`src/sysref_host_pkg.sv`:
```
// constants shared by the sysref host controller: apb map, device register
// map, device field layouts, serial frame layout and timing counts.
// assumes the device takes 24-bit serial write frames, msb first.
package sysref_host_pkg;

  // own registers, byte addresses on apb
  localparam logic [11:0] CTRL_OFFSET   = 12'h000;
  localparam logic [11:0] CONFIG_OFFSET = 12'h004;
  localparam logic [11:0] STATUS_OFFSET = 12'h008;

  // ctrl fields
  localparam int CTRL_START_BIT   = 0;
  localparam int CTRL_TRIGGER_BIT = 1;
  localparam int CTRL_REQUEST_BIT = 2;
  localparam int CTRL_DDLY_PD_BIT = 3;
  // config fields
  localparam int CFG_COUNT_LSB = 0;
  localparam int CFG_MODE_LSB  = 2;
  localparam logic [3:0] CONFIG_RESET = 4'h1;

  typedef enum logic [1:0] {
    OP_PULSER_PIN = 2'h0,
    OP_PULSER_SPI = 2'h1,
    OP_CONTINUOUS = 2'h2,
    OP_REQUEST    = 2'h3
  } op_mode_e;

  // device register map
  localparam logic [14:0] DEV_PULSE_COUNT = 15'h013e;
  localparam logic [14:0] DEV_SOURCE_SEL  = 15'h013f;
  localparam logic [14:0] DEV_POWER       = 15'h0140;
  localparam logic [14:0] DEV_SYNC_CLEAR  = 15'h0143;
  localparam logic [14:0] DEV_SYNC_DIS    = 15'h0144;

  // device field positions
  localparam int SYSREF_POWER_DOWN_BIT   = 0;
  localparam int GLOBAL_DDLY_BIT = 1;
  localparam int PULSER_PD_BIT   = 2;
  localparam int REQ_EN_BIT      = 6;
  localparam int SYNC_POLARITY_INVERT_BIT    = 5;
  localparam int SYNC_EN_BIT     = 4;
  localparam int LOCAL_CLEAR_BIT = 7;
  localparam int SYNC_MODE_LSB   = 0;

  // source select and sync mode codes
  localparam logic [1:0] SRC_NORMAL     = 2'h0;
  localparam logic [1:0] SRC_PULSER     = 2'h2;
  localparam logic [1:0] SRC_CONTINUOUS = 2'h3;
  localparam logic [1:0] SMODE_OFF      = 2'h0;
  localparam logic [1:0] SMODE_MANUAL   = 2'h1;
  localparam logic [1:0] SMODE_PIN      = 2'h2;
  localparam logic [1:0] SMODE_SPI      = 2'h3;
  localparam logic [7:0] ALL_SYNC_DIS   = 8'hff;
  localparam logic [7:0] NO_SYNC_DIS    = 8'h00;

  // serial frame
  localparam int FRAME_BITS = 24;

  // sequence step indices
  localparam logic [3:0] STEP_LAST_PREP = 4'h7;
  localparam logic [3:0] STEP_LAST      = 4'ha;
  localparam logic [3:0] STEP_TRIGGER   = 4'hb;

  // timing: clock 20 MHz, clear held at least 15 vco cycles; the vco is far
  // faster than clk_in, so 15 clk_in cycles always cover it
  localparam int CLK_HZ            = 20_000_000;
  localparam int CLEAR_HOLD_CYCLES = 15;
  localparam int SYNC_PULSE_NS     = 1000;
  localparam int SYNC_PULSE_CYCLES =
    (SYNC_PULSE_NS * (CLK_HZ / 1_000_000) + 999) / 1000;

endpackage

```
`src/sysref_host.sv`:
```
// host controller that programs the sysref generator of a clock device over
// its serial control port and drives its sync / request pin.
// assumes apb on clk_in and a device that samples sdio on rising sclk.
`timescale 1ns/10ps

module sysref_host #(
  parameter int CLEAR_HOLD = sysref_host_pkg::CLEAR_HOLD_CYCLES,
  parameter int SYNC_PULSE = sysref_host_pkg::SYNC_PULSE_CYCLES
) (
  input  wire logic        clk_in,
  input  wire logic        sys_rst_in,
  input  wire logic        psel_in,
  input  wire logic        penable_in,
  input  wire logic        pwrite_in,
  input  wire logic [11:0] paddr_in,
  input  wire logic [31:0] pwdata_in,
  output logic      [31:0] prdata_out,
  output logic             pready_out,
  output logic             pslverr_out,
  output logic             spi_sclk_out,
  output logic             spi_sdio_out,
  output logic             spi_cs_n_out,
  output logic             sync_pin_out
);

  typedef enum logic [2:0] {
    SEQ_IDLE  = 3'b000,
    SEQ_LOAD  = 3'b001,
    SEQ_SHIFT = 3'b011,
    SEQ_GAP   = 3'b010,
    SEQ_HOLD  = 3'b110,
    SEQ_PULSE = 3'b100
  } seq_state_e;

  localparam int CNT_W = 16;
  localparam logic [CNT_W-1:0] HOLD_LAST  = CNT_W'(CLEAR_HOLD - 1);
  localparam logic [CNT_W-1:0] PULSE_LAST = CNT_W'(SYNC_PULSE - 1);
  localparam logic [4:0] FRAME_LAST = 5'(sysref_host_pkg::FRAME_BITS - 1);

  // apb decode
  wire logic setup_phase = psel_in & ~penable_in;
  wire logic access      = psel_in & penable_in;
  wire logic hit_ctrl    = paddr_in == sysref_host_pkg::CTRL_OFFSET;
  wire logic hit_config  = paddr_in == sysref_host_pkg::CONFIG_OFFSET;
  wire logic hit_status  = paddr_in == sysref_host_pkg::STATUS_OFFSET;
  wire logic hit_any     = hit_ctrl | hit_config | hit_status;
  wire logic wr_ctrl     = access & pwrite_in & hit_ctrl;
  wire logic wr_config   = access & pwrite_in & hit_config;

  logic             request_reg;
  logic             ddly_pd_reg;
  logic [3:0]       config_reg;
  logic             done_reg;
  logic             refused_reg;
  logic [31:0]      rdata_reg;
  logic             err_reg;
  seq_state_e       state_reg;
  seq_state_e       state_next;
  logic [3:0]       step_reg;
  logic [3:0]       step_next;
  logic [CNT_W-1:0] cnt_reg;
  logic [CNT_W-1:0] cnt_next;
  logic [23:0]      shift_reg;
  logic [4:0]       bit_reg;
  logic             sclk_reg;
  logic             cs_n_reg;
  logic             pin_reg;

  wire logic [1:0] count_code =
    config_reg[sysref_host_pkg::CFG_COUNT_LSB +: 2];
  wire sysref_host_pkg::op_mode_e op_mode = sysref_host_pkg::op_mode_e'(
    config_reg[sysref_host_pkg::CFG_MODE_LSB +: 2]);
  wire logic busy   = state_reg != SEQ_IDLE;
  wire logic start  = wr_ctrl & pwdata_in[sysref_host_pkg::CTRL_START_BIT];
  wire logic trig   = wr_ctrl & pwdata_in[sysref_host_pkg::CTRL_TRIGGER_BIT];
  wire logic go     = (start | trig) & ~busy;

  // mode dependent values for the final device setup
  wire logic pulser_off = op_mode == sysref_host_pkg::OP_CONTINUOUS;
  logic [1:0] final_smode;
  logic [1:0] final_src;
  always_comb begin
    case (op_mode)
      sysref_host_pkg::OP_PULSER_PIN: begin
        final_smode = sysref_host_pkg::SMODE_PIN;
        final_src   = sysref_host_pkg::SRC_PULSER;
      end
      sysref_host_pkg::OP_PULSER_SPI: begin
        final_smode = sysref_host_pkg::SMODE_SPI;
        final_src   = sysref_host_pkg::SRC_PULSER;
      end
      sysref_host_pkg::OP_CONTINUOUS: begin
        final_smode = sysref_host_pkg::SMODE_OFF;
        final_src   = sysref_host_pkg::SRC_CONTINUOUS;
      end
      default: begin
        final_smode = sysref_host_pkg::SMODE_OFF;
        final_src   = sysref_host_pkg::SRC_PULSER;
      end
    endcase
  end

  // step table: device address and data for each write of the sequence
  logic [14:0] step_addr;
  logic [7:0]  step_data;
  always_comb begin
    step_addr = sysref_host_pkg::DEV_SYNC_CLEAR;
    step_data = 8'h00;
    step_data[sysref_host_pkg::SYNC_EN_BIT] = 1'b1;
    step_data[sysref_host_pkg::LOCAL_CLEAR_BIT] = 1'b1;
    step_data[sysref_host_pkg::SYNC_MODE_LSB +: 2] =
      sysref_host_pkg::SMODE_MANUAL;
    case (step_reg)
      4'h0: begin
        // sysref and global delay powered, pulser per mode
        step_addr = sysref_host_pkg::DEV_POWER;
        step_data = 8'h00;
        step_data[sysref_host_pkg::PULSER_PD_BIT] = pulser_off;
      end
      4'h1: begin
        step_addr = sysref_host_pkg::DEV_SOURCE_SEL;
        step_data = {6'h00, sysref_host_pkg::SRC_NORMAL};
      end
      4'h2, sysref_host_pkg::STEP_TRIGGER: begin
        // rewriting the count in spi mode fires a burst
        step_addr = sysref_host_pkg::DEV_PULSE_COUNT;
        step_data = {6'h00, count_code};
      end
      4'h3: begin
      end
      4'h4: begin
        step_addr = sysref_host_pkg::DEV_SYNC_DIS;
        step_data = sysref_host_pkg::NO_SYNC_DIS;
      end
      4'h5: begin
        step_data[sysref_host_pkg::SYNC_POLARITY_INVERT_BIT] = 1'b1;
      end
      4'h6: begin
      end
      sysref_host_pkg::STEP_LAST_PREP: begin
        step_addr = sysref_host_pkg::DEV_SYNC_DIS;
        step_data = sysref_host_pkg::ALL_SYNC_DIS;
      end
      4'h8: begin
        // clear released only after dividers are aligned
        step_data[sysref_host_pkg::LOCAL_CLEAR_BIT] = 1'b0;
        step_data[sysref_host_pkg::SYNC_MODE_LSB +: 2] = final_smode;
      end
      4'h9: begin
        step_addr = sysref_host_pkg::DEV_SOURCE_SEL;
        step_data = {6'h00, final_src};
        step_data[sysref_host_pkg::REQ_EN_BIT] =
          op_mode == sysref_host_pkg::OP_REQUEST;
      end
      default: begin
        step_addr = sysref_host_pkg::DEV_POWER;
        step_data = 8'h00;
        step_data[sysref_host_pkg::PULSER_PD_BIT] = pulser_off;
        step_data[sysref_host_pkg::GLOBAL_DDLY_BIT] = ddly_pd_reg;
      end
    endcase
  end

  wire logic frame_end = sclk_reg & (bit_reg == FRAME_LAST);
  wire logic seq_last  = step_reg == sysref_host_pkg::STEP_LAST;
  wire logic pin_trig  = op_mode == sysref_host_pkg::OP_PULSER_PIN;

  // sequencer
  always_comb begin
    state_next = state_reg;
    step_next  = step_reg;
    cnt_next   = cnt_reg;
    case (state_reg)
      SEQ_IDLE: begin
        cnt_next = '0;
        if (go & start) begin
          step_next  = 4'h0;
          state_next = SEQ_LOAD;
        end else if (go & pin_trig) begin
          state_next = SEQ_PULSE;
        end else if (go) begin
          step_next  = sysref_host_pkg::STEP_TRIGGER;
          state_next = SEQ_LOAD;
        end
      end
      SEQ_LOAD: state_next = SEQ_SHIFT;
      SEQ_SHIFT: begin
        if (frame_end) begin
          state_next = SEQ_GAP;
        end
      end
      SEQ_GAP: begin
        if (step_reg == sysref_host_pkg::STEP_LAST_PREP) begin
          state_next = SEQ_HOLD;
        end else if (seq_last | step_reg == sysref_host_pkg::STEP_TRIGGER)
        begin
          state_next = SEQ_IDLE;
        end else begin
          step_next  = step_reg + 4'h1;
          state_next = SEQ_LOAD;
        end
      end
      SEQ_HOLD: begin
        // clear has been set since step 3; make sure it lasted long enough
        cnt_next = cnt_reg + CNT_W'(1);
        if (cnt_reg >= HOLD_LAST) begin
          cnt_next   = '0;
          step_next  = step_reg + 4'h1;
          state_next = SEQ_LOAD;
        end
      end
      SEQ_PULSE: begin
        cnt_next = cnt_reg + CNT_W'(1);
        if (cnt_reg >= PULSE_LAST) begin
          state_next = SEQ_IDLE;
        end
      end
      default: state_next = SEQ_IDLE;
    endcase
  end

  always_ff @(posedge clk_in) begin
    if (sys_rst_in) begin
      state_reg <= SEQ_IDLE;
      step_reg  <= 4'h0;
      cnt_reg   <= '0;
    end else begin
      state_reg <= state_next;
      step_reg  <= step_next;
      cnt_reg   <= cnt_next;
    end
  end

  // serial frame: write flag 0, address, data; sclk is clk_in / 2
  always_ff @(posedge clk_in) begin
    if (sys_rst_in) begin
      shift_reg <= 24'h000000;
      bit_reg   <= 5'h00;
      sclk_reg  <= 1'b0;
      cs_n_reg  <= 1'b1;
    end else if (state_reg == SEQ_LOAD) begin
      shift_reg <= {1'b0, step_addr, step_data};
      bit_reg   <= 5'h00;
      sclk_reg  <= 1'b0;
      cs_n_reg  <= 1'b0;
    end else if (state_reg == SEQ_SHIFT) begin
      sclk_reg <= ~sclk_reg;
      if (sclk_reg) begin
        shift_reg <= {shift_reg[22:0], 1'b0};
        bit_reg   <= bit_reg + 5'h01;
      end
      cs_n_reg <= frame_end;
    end else begin
      sclk_reg <= 1'b0;
      cs_n_reg <= 1'b1;
    end
  end

  // sync pin: a timed pulse, or the request level in request mode
  always_ff @(posedge clk_in) begin
    if (sys_rst_in) begin
      pin_reg <= 1'b0;
    end else if (op_mode == sysref_host_pkg::OP_REQUEST && !busy) begin
      pin_reg <= request_reg;
    end else begin
      pin_reg <= state_next == SEQ_PULSE;
    end
  end

  // own registers
  always_ff @(posedge clk_in) begin
    if (sys_rst_in) begin
      request_reg <= 1'b0;
      ddly_pd_reg <= 1'b0;
      config_reg  <= sysref_host_pkg::CONFIG_RESET;
      done_reg    <= 1'b0;
      refused_reg <= 1'b0;
    end else begin
      if (wr_ctrl) begin
        request_reg <= pwdata_in[sysref_host_pkg::CTRL_REQUEST_BIT];
        ddly_pd_reg <= pwdata_in[sysref_host_pkg::CTRL_DDLY_PD_BIT];
      end
      // config frozen while a sequence uses it
      if (wr_config && !busy) begin
        config_reg <= pwdata_in[3:0];
      end
      if (state_reg == SEQ_GAP && seq_last) begin
        done_reg <= 1'b1;
      end else if (start & ~busy) begin
        done_reg <= 1'b0;
      end
      if ((start | trig) & busy) begin
        refused_reg <= 1'b1;
      end else if (wr_ctrl) begin
        refused_reg <= 1'b0;
      end
    end
  end

  // read data captured in the setup phase, answered in the access phase
  wire logic [31:0] status_word = {20'h00000, step_reg, 1'b0, state_reg,
                                   1'b0, refused_reg, done_reg, busy};
  wire logic [31:0] ctrl_word = {28'h0000000, ddly_pd_reg, request_reg, 2'b00};
  wire logic [31:0] rd_mux =
    hit_ctrl   ? ctrl_word :
    hit_config ? {28'h0000000, config_reg} :
    hit_status ? status_word : 32'h00000000;

  always_ff @(posedge clk_in) begin
    if (sys_rst_in) begin
      rdata_reg <= 32'h00000000;
      err_reg   <= 1'b0;
    end else if (setup_phase) begin
      rdata_reg <= pwrite_in ? 32'h00000000 : rd_mux;
      err_reg   <= ~hit_any;
    end
  end

  assign prdata_out   = rdata_reg;
  assign pready_out   = 1'b1;
  assign pslverr_out  = access & err_reg;
  assign spi_sclk_out = sclk_reg;
  assign spi_sdio_out = shift_reg[23];
  assign spi_cs_n_out = cs_n_reg;
  assign sync_pin_out = pin_reg;

endmodule

```
`config.mk`:
```
export PLATFORM = sky130hd
export DESIGN_NAME = sysref_host
export DESIGN_NICKNAME = d
export VERILOG_FILES = /design/src/sysref_host_pkg.sv /design/src/sysref_host.sv
export SDC_FILE = /design/constraint.sdc
export NUM_CORES = 1
export LEC_CHECK = 0
export BUFFER_PORTS_ARGS = -buffer_cell sky130_fd_sc_hd__buf_4
export CAP_MARGIN = 20
export CORE_MARGIN = 3
export CORE_UTILIZATION = 54
export CTS_CLUSTER_DIAMETER = 60
export DETAILED_ROUTE_END_ITERATION = 10
export PLACE_DENSITY = 0.8
export SYNTH_ARGS = -nofsm -noshare
export SYNTH_HDL_FRONTEND = slang
export SYNTH_SLANG_ARGS = --single-unit
```
`constraint.sdc`:
```
create_clock -name clk_in -period 2.25 [get_ports clk_in]
set_input_delay 0.225 -clock clk_in [delete_from_list [all_inputs] [get_ports clk_in]]
set_output_delay 0.225 -clock clk_in [all_outputs]
set_load 0.1 [all_outputs]
```
==> results of run 1 <==
## Yosys cell counts, types with 4 or more instances
cell type  count
buf_4         22
a21oi_1       27
nand3b_1       4
dfxtp_1       75
xor2_1         6
nor4_2         4
clkbuf_1      25
o21ai_0       25
a22oi_1       20
o21a_1         4
nor3_1        17
nand3_1       11
mux2i_1       11
and3_1         5
a211oi_1      10
nand2_1       33
nand4_1        7
xnor2_1        5
ha_1           7
nand2b_1      10
inv_1         14
nor2_1        66
nor2b_1        7
## critical path, delay by kind of cell (launching register included)
| family | cells | cell delay (ps) |
|---|---|---|
| simple gates | 2 | 660 |
| compound gates | 3 | 640 |
| flops | 1 | 430 |
| fa+ha+maj | 1 | 190 |
| buf+inv | 1 | 70 |
## stage by stage
step | std cells | hold slack, ps | utilization (%) | cell area [sq um]
global placement | 605 | 440.0 | 61.58 | 4253
detailed placement | 605 | 444.4 | 61.58 | 4253
floorplan | 505 | 342.9 | - | 4001
CTS | 621 | 102.3 | 64.51 | 4456
finish | 621 | 110.9 | 64.62 | 4463
global route | 621 | 107.1 | 64.62 | 4463
## cell families after synthesis
kind of cell	synth area share, %
simple gates	23.90
mux	3.091
buf+inv	8.700
xor+xnor	2.454
flops	38.24
fa+ha+maj	2.231
compound gates	21.19
other cells	0.1913
## repair_timing
action / in CTS / in global routing
setup endpoints to repair: 0 / 5
endpoints found under the hold margin: 0 / 0
gates resized for setup: 0 / 3
buffers inserted: 0 / 0
## how the worst max path moves through the flow
| stage | start | end | slack (ps) | cells after the start |
|---|---|---|---|---|
| CTS | cnt_reg[0] | cnt_reg[5] | 170 | 8 |
| floorplan | spi_sclk_out | shift_reg[23] | 220 | 5 |
| global route | step_reg[0] | step_reg[3] | 30 | 8 |
| global placement | cnt_reg[0] | cnt_reg[6] | 240 | 7 |
| finish | cnt_reg[0] | cnt_reg[6] | 220 | 7 |
| detailed placement | step_reg[0] | step_reg[3] | 190 | 8 |
## metal layers
metal  share of wire [%]  up-vias
met2                  49       92
met4                0.83        0
met5                   0        -
li1                    -     1745
met3                 5.5        9
met1                  45     1628
## power by group
part / internal [mW] / switching, mW / total, mW
logic: 0.0352 / 0.204 / 0.239
registers: 1.33 / 0.000564 / 1.33
clock network: 0.539 / 0.507 / 1.05
## final cells by class
class	instances	area, sq um
Sequential cell	75	1503
Tap cell	96	120.1
Multi-Input combinational cell	364	2165
Fill cell	574	2444
Timing Repair Buffer	56	420.4
Inverter	14	52.55
Clock inverter	6	65.06
Clock buffer	10	137.6
==> out/metrics.cfg, run 1 <==
[global_routing]
gr-total-overflow=0
grt_pass1_vias=3245
busiest_layer=met2
met3_usage_pct=6.711
use_met2_pct=34.52
grt_max_degree=33
grt_pass1_wl_um=14550
use_met1_pct=27.10
antenna_found_initial=0
track_usage_pct=21.05

[floorplanning]
num_rows=30
io_pins=87
start_util_pct=56.85
fp.dieW_um=91.27
die_h_um=91.27
dieArea_sq_mm=0.008330
fp.coreArea_sq_mm=0.006907

[cts]
cts_hold_buffers=0
h-tree-depth=3
cts_tree=yes
path_clk_slew_ps=80
clock_latency_ps=360
cts_num_sinks=75
clk_path_buf_depth=2
cts_buffers=9
cts_root_buffer=clkbuf_8

[sta]
tns_ps=0
finalSetupViolCount=0
slew-limit-headroom_pct=63.18
rsz0062_at_grt=false
hold_viol=0
max_freq_mhz=491.8
min_period_ps=2033
skew_ps=8.782
finalWorstSetupSlack_ps=216.7
finalMaxSlewViolations=0
finalCritPeriodShare_pct=90.37
tightest_slew_ps=547.2

[setup_path]
path_cells=inv_1 > ha_1 > o211a_1 > o31a_1 > or2_4 > or3_1 > o21ai_2
slowest_delay_ps=430
crit_path_max_fanout=7
r2r-end=cnt_reg[6]
crit_arrival_ps=2330
start_kind=flip-flop
crit_type=reg2reg
r2r_slack_ps=220
cp.required_ps=2550
reg2reg_depth=7
endpoint_kind=flip-flop
r2r-start=cnt_reg[0]
cp_slowest_cell=dfxtp_1

[finish]
final_cell_mix=dfxtp_1 (74), nor2_1 (66), buf_4 (56)
layout-drive-gt1-share_pct=16.57
areaGrowthSynthToFinish_pct=13.67
largest_register_ffs=24
fin_nets=576
n_antenna_cell=0
final_common_cell=dfxtp_1

[hold_path]
holdPathStages=3
hp-start=pwdata_in[2]
min_path_type=in2reg
min_to=request_reg

[logic_synthesis]
yosys.area.top_type=dfxtp_1
netlist_area_sq_mm=0.003926
netlist_top_cells_area=dfxtp_1 (38%), nor2_1 (6.3%), buf_4 (4.2%)
postSynthAreaPerCell_sq_um=8.095
synth.ff_latch_count=75
ys_seq_area_share_pct=38.24
synth_ff_type=dfxtp_1
ys.warnings.count=0
synth_edf_count=0
async_reset_ff_share_pct=0
synthCells=485
synth_top_area_share_pct=38.24
synth_cell_type_count=65

[detailed_routing]
drtIter0Drc=163
vias=3474
drc=0
wl_um=8546
viasPerCell=5.594
firstDrtPassIters=4
wl_per_cell_um=13.76
antenna_left=0

[power_and_ir_drop]
leakage_nw=1.678
finalPower_mw=2.613
ir_drop_mv=0.6215
powerDensity_mw_per_mm2=585.5

[status]
outcome=completed

[placement]
io_buffers=36
preCtsSetupSlack_ps=189.7
gpl.final_weighted_congestion=0.8483
dp_hpwl_um=6233

[run]
cap_violations=0

(Power assumes the default switching activity.)
==> inputs of run 2 (changes only) <==
--- a/config.mk
+++ b/config.mk
@@ -7,11 +7,10 @@
 export LEC_CHECK = 0
 export BUFFER_PORTS_ARGS = -buffer_cell sky130_fd_sc_hd__buf_4
 export CAP_MARGIN = 20
-export CORE_MARGIN = 3
-export CORE_UTILIZATION = 54
+export CORE_UTILIZATION = 55
 export CTS_CLUSTER_DIAMETER = 60
 export DETAILED_ROUTE_END_ITERATION = 10
-export PLACE_DENSITY = 0.8
+export PLACE_DENSITY = 0.81
 export SYNTH_ARGS = -nofsm -noshare
 export SYNTH_HDL_FRONTEND = slang
 export SYNTH_SLANG_ARGS = --single-unit
==> constraint.sdc (replaced) <==
create_clock -name clk_in -period 2.4 [get_ports clk_in]
set_input_delay 0.24 -clock clk_in [delete_from_list [all_inputs] [get_ports clk_in]]
set_output_delay 0.24 -clock clk_in [all_outputs]
set_load 0.1 [all_outputs]
==> out/metrics.cfg, run 2 (same netlist as run 1, synthesis figures left out) <==
[status]
outcome=completed

[finish]
fin_nets=571
largest_register_ffs=24
areaGrowthSynthToFinish_pct=13.19
n_antenna_cell=0
finalNonFillerCells=616
layout-drive-gt1-share_pct=15.38
final_cell_mix=dfxtp_1 (75), nor2_1 (66), buf_4 (51)
fin_area_sq_mm=0.004444
final_common_cell=dfxtp_1
fin_util_pct=65.05

[detailed_routing]
viasPerCell=5.627
vias=3466
drc=0
wl_um=8505
antenna_left=0
wl_per_cell_um=13.81
firstDrtPassIters=5
drtIter0Drc=213

[global_routing]
gr-total-overflow=0
antenna_found_initial=0
track_usage_pct=24.62
grt_pass1_vias=3198
grt_max_degree=59
grt_pass1_wl_um=14570

[cts]
cts_buffers=9
cts_setup_buffers=0
h-tree-depth=3
cts_tree=yes
clk_path_buf_depth=2
cts_num_sinks=75
path_clk_slew_ps=80
cts_hold_buffers=0
clock_latency_ps=360
cts_root_buffer=clkbuf_8

[setup_path]
cp_top_family=compound AO/OA/AOI/OAI gates
start_kind=flip-flop
crit_path_max_fanout=8
path_cells=inv_1 > ha_1 > o21ai_0 > o21ai_0 > a211oi_1 > o22a_2 > nand2_1 > a211oi_1
cp.buffers_inverters=1
cp_slowest_cell=dfxtp_1
endpoint_kind=flip-flop
crit_arrival_ps=2430
crit_type=reg2reg
slowest_delay_ps=440
cp.required_ps=2670

[sta]
rsz0062_at_grt=false
max_freq_mhz=462.2
tightest_slew_ps=695.8
hold_ws_ps=128.8
min_period_ps=2164
finalMaxSlewViolations=0
finalCritPeriodShare_pct=90.15
finalSetupViolCount=0
finalWorstSetupSlack_ps=236.3
tns_ps=0
skew_ps=6.075
hold_viol=0
slew-limit-headroom_pct=53.52

[floorplanning]
fp.coreArea_sq_mm=0.006832
die_h_um=86.49
num_rows=30
start_util_pct=57.47
io_pins=87
dieArea_sq_mm=0.007481
fp.dieW_um=86.49

[power_and_ir_drop]
leakage_nw=1.674
finalPower_mw=2.573
ir_drop_mv=0.3832
powerDensity_mw_per_mm2=578.9

[placement]
dp_hpwl_um=5877
placed_cell_area_sq_mm=0.004215
io_buffers=36
preCtsSetupSlack_ps=228.0
gpl.final_weighted_congestion=0.8743
placed_cells=600

[run]
cap_violations=0

[hold_path]
min_path_type=in2reg

## run 2: metal layers
metal,wire (um),up-vias,track usage [%]
li1,-,1736,-
met1,4037,1625,31.94
met3,368,16,5.333
met4,163,0,10.76
met2,3935,89,39.54
met5,0,-,0
## run 2: worst paths after layout
kind	slack, ps	depth (start not counted)	end	start
max	240	8	step_reg[0]	step_reg[0]
min	130	3	ddly_pd_reg	pwdata_in[3]
max reg2reg	240	8	step_reg[0]	step_reg[0]
min reg2reg	460	2	refused_reg	refused_reg
## run 2: tightest hold or removal path, delay by kind of cell
kind	cells	cell delay, ps
buffers and inverters	1	80
and+or+nand+nor	1	70
muxes	1	50
## run 2: report_power, final
group	switching (mW)	total (mW)	internal [mW]
registers	0.000516	1.24	1.24
clock network	0.464	1.11	0.641
logic	0.191	0.223	0.0319
total	0.656	2.57	1.92
## run 2: cell type report
class | instances | area [sq um]
timing repair buffer | 51 | 382.9
inverter | 14 | 52.55
fill | 581 | 2387
sequential | 75 | 1501
clock inverter | 4 | 72.57
tap | 96 | 120.1
multi-input combinational | 364 | 2160
clock buffer | 12 | 155.1
## run 2: timing repair
item / in CTS / in global routing
setup endpoints to repair: 0 / 1
hold endpoints to repair: 0 / 0
gates resized for setup: 0 / 1
==> inputs of run 3 (changes only) <==
--- a/config.mk
+++ b/config.mk
@@ -11,6 +11,7 @@
 export CTS_CLUSTER_DIAMETER = 60
 export DETAILED_ROUTE_END_ITERATION = 10
 export PLACE_DENSITY = 0.81
+export RECOVER_POWER = 50
 export SYNTH_ARGS = -nofsm -noshare
 export SYNTH_HDL_FRONTEND = slang
 export SYNTH_SLANG_ARGS = --single-unit
==> out/metrics.cfg, run 3 (same netlist as run 1, synthesis figures left out) <==
[setup_path]
crit_path_max_fanout=8
cp_slowest_cell=dfxtp_1
cp_top_family=compound AO/OA/AOI/OAI gates
crit_path_start=step_reg[0]
r2r-start=step_reg[0]
endpoint_kind=flip-flop
cp.buffers_inverters=1
slowest_delay_ps=430
crit_type=reg2reg
cp.required_ps=2670
path_cells=inv_1 > ha_1 > o21ai_0 > o21ai_0 > a211oi_1 > o22a_2 > nand2_1 > a211oi_1
start_kind=flip-flop
crit_arrival_ps=2430

[cts]
cts_hold_buffers=0
cts_buffers=9
h-tree-depth=3
clk_path_buf_depth=2
cts_tree=yes
path_clk_slew_ps=70
cts_root_buffer=clkbuf_8
cts_num_sinks=75
clock_latency_ps=360
cts_setup_buffers=0

[power_and_ir_drop]
powerDensity_mw_per_mm2=590.3
p_sw_mw=0.6546
clock_power_share_pct=43.0
ir_drop_mv=0.3684
p_seq_share_pct=48.4
swShare_pct=25.46
leakage_nw=1.588
internal_power_mw=1.916
power_frac_comb_pct=8.6

[global_routing]
busiest_layer=met2
grt_pass1_wl_um=14570
track_usage_pct=24.62
use_met2_pct=39.54
grt_max_degree=59
use_met1_pct=31.94
antenna_found_initial=0
grt_pass1_vias=3198
met3_usage_pct=5.333
gr-total-overflow=0

[sta]
slew-limit-headroom_pct=21.92
hold_viol=0
tightest_slew_ps=1176
finalSetupViolCount=0
finalCritPeriodShare_pct=89.89
skew_ps=5.820
finalWorstSetupSlack_ps=242.6
min_period_ps=2157
tns_ps=0
finalMaxSlewViolations=0
rsz0062_at_grt=false
hold_ws_ps=126.5
max_freq_mhz=463.5

[detailed_routing]
drc=0
wl_um=8533
vias=3462
antenna_left=0
firstDrtPassIters=5
wl_per_cell_um=13.85
viasPerCell=5.620
drtIter0Drc=191

[finish]
fin_nets=571
fin_util_pct=63.75
finalNonFillerCells=616
n_antenna_cell=0
final_common_cell=dfxtp_1
layout-drive-gt1-share_pct=11.15
areaGrowthSynthToFinish_pct=10.93
largest_register_ffs=24
final_cell_mix=dfxtp_1 (75), nor2_1 (66), nand2_1 (33)

[floorplanning]
die_h_um=86.49
num_rows=30
start_util_pct=57.47
fp.coreArea_sq_mm=0.006832
io_pins=87
fp.dieW_um=86.49
dieArea_sq_mm=0.007481

[placement]
placed_cells=600
dp_hpwl_um=5877
preCtsSetupSlack_ps=228.0
io_buffers=36
gpl.final_weighted_congestion=0.8743

[hold_path]
hp-start=pwdata_in[3]
min_path_type=in2reg

[run]
cap_violations=0

[status]
outcome=completed

## run 3: worst reg2reg max path, stage by stage, from the launching register on
cell and delay [ps]:
dfxtp_1 430, inv_1 110, ha_1 310, o21ai_0 200, o21ai_0 140, a211oi_1 300, o22a_2 250, nand2_1 80
a211oi_1 240
## run 3: per-layer routing
layer	part of all wire, %	up-vias	routed length [um]
met4	2.1	0	179
met3	4.5	17	380
met5	0	-	0
li1	-	1738	-
met1	48	1614	4084
met2	46	93	3889
## run 3: worst paths after layout
path / end / slack [ps] / cells past startpoint
min reg2reg: refused_reg / 460 / 2
max reg2reg: step_reg[0] / 240 / 8
max: step_reg[0] / 240 / 8
min: ddly_pd_reg / 130 / 3
## run 3: power groups by stage
stage / combinational (mW) / clock (mW) / sequential, mW
floorplan: 0.212 / 0 / 1.27
global placement: 0.220 / 0 / 1.27
detailed placement: 0.222 / 0 / 1.27
CTS: 0.222 / 1.13 / 1.24
global route: 0.230 / 1.18 / 1.24
finish: 0.221 / 1.10 / 1.24
## run 3: final cells by class
type	instances	area, sq um
repair buffers	51	305.3
inverters	14	52.55
clock inverters	4	72.57
clock buffers	12	155.1
flip-flops and latches	75	1501
multi-input cells	364	2148
well taps	96	120.1
fillers	605	2476
## run 3: per-stage QoR
stage | instance area (sq um) | power [mW]
CTS | 4443 | 2.593
global route | 4355 | 2.655
finish | 4355 | 2.571
global placement | 4215 | 1.494
detailed placement | 4215 | 1.496
floorplan | 4001 | 1.486
## run 3: what timing repair did
action / 4_1_cts / 5_1_grt
endpoints found under the hold margin: 0 / 0
endpoints found under the setup margin: 0 / 1
gates resized for setup: 0 / 1
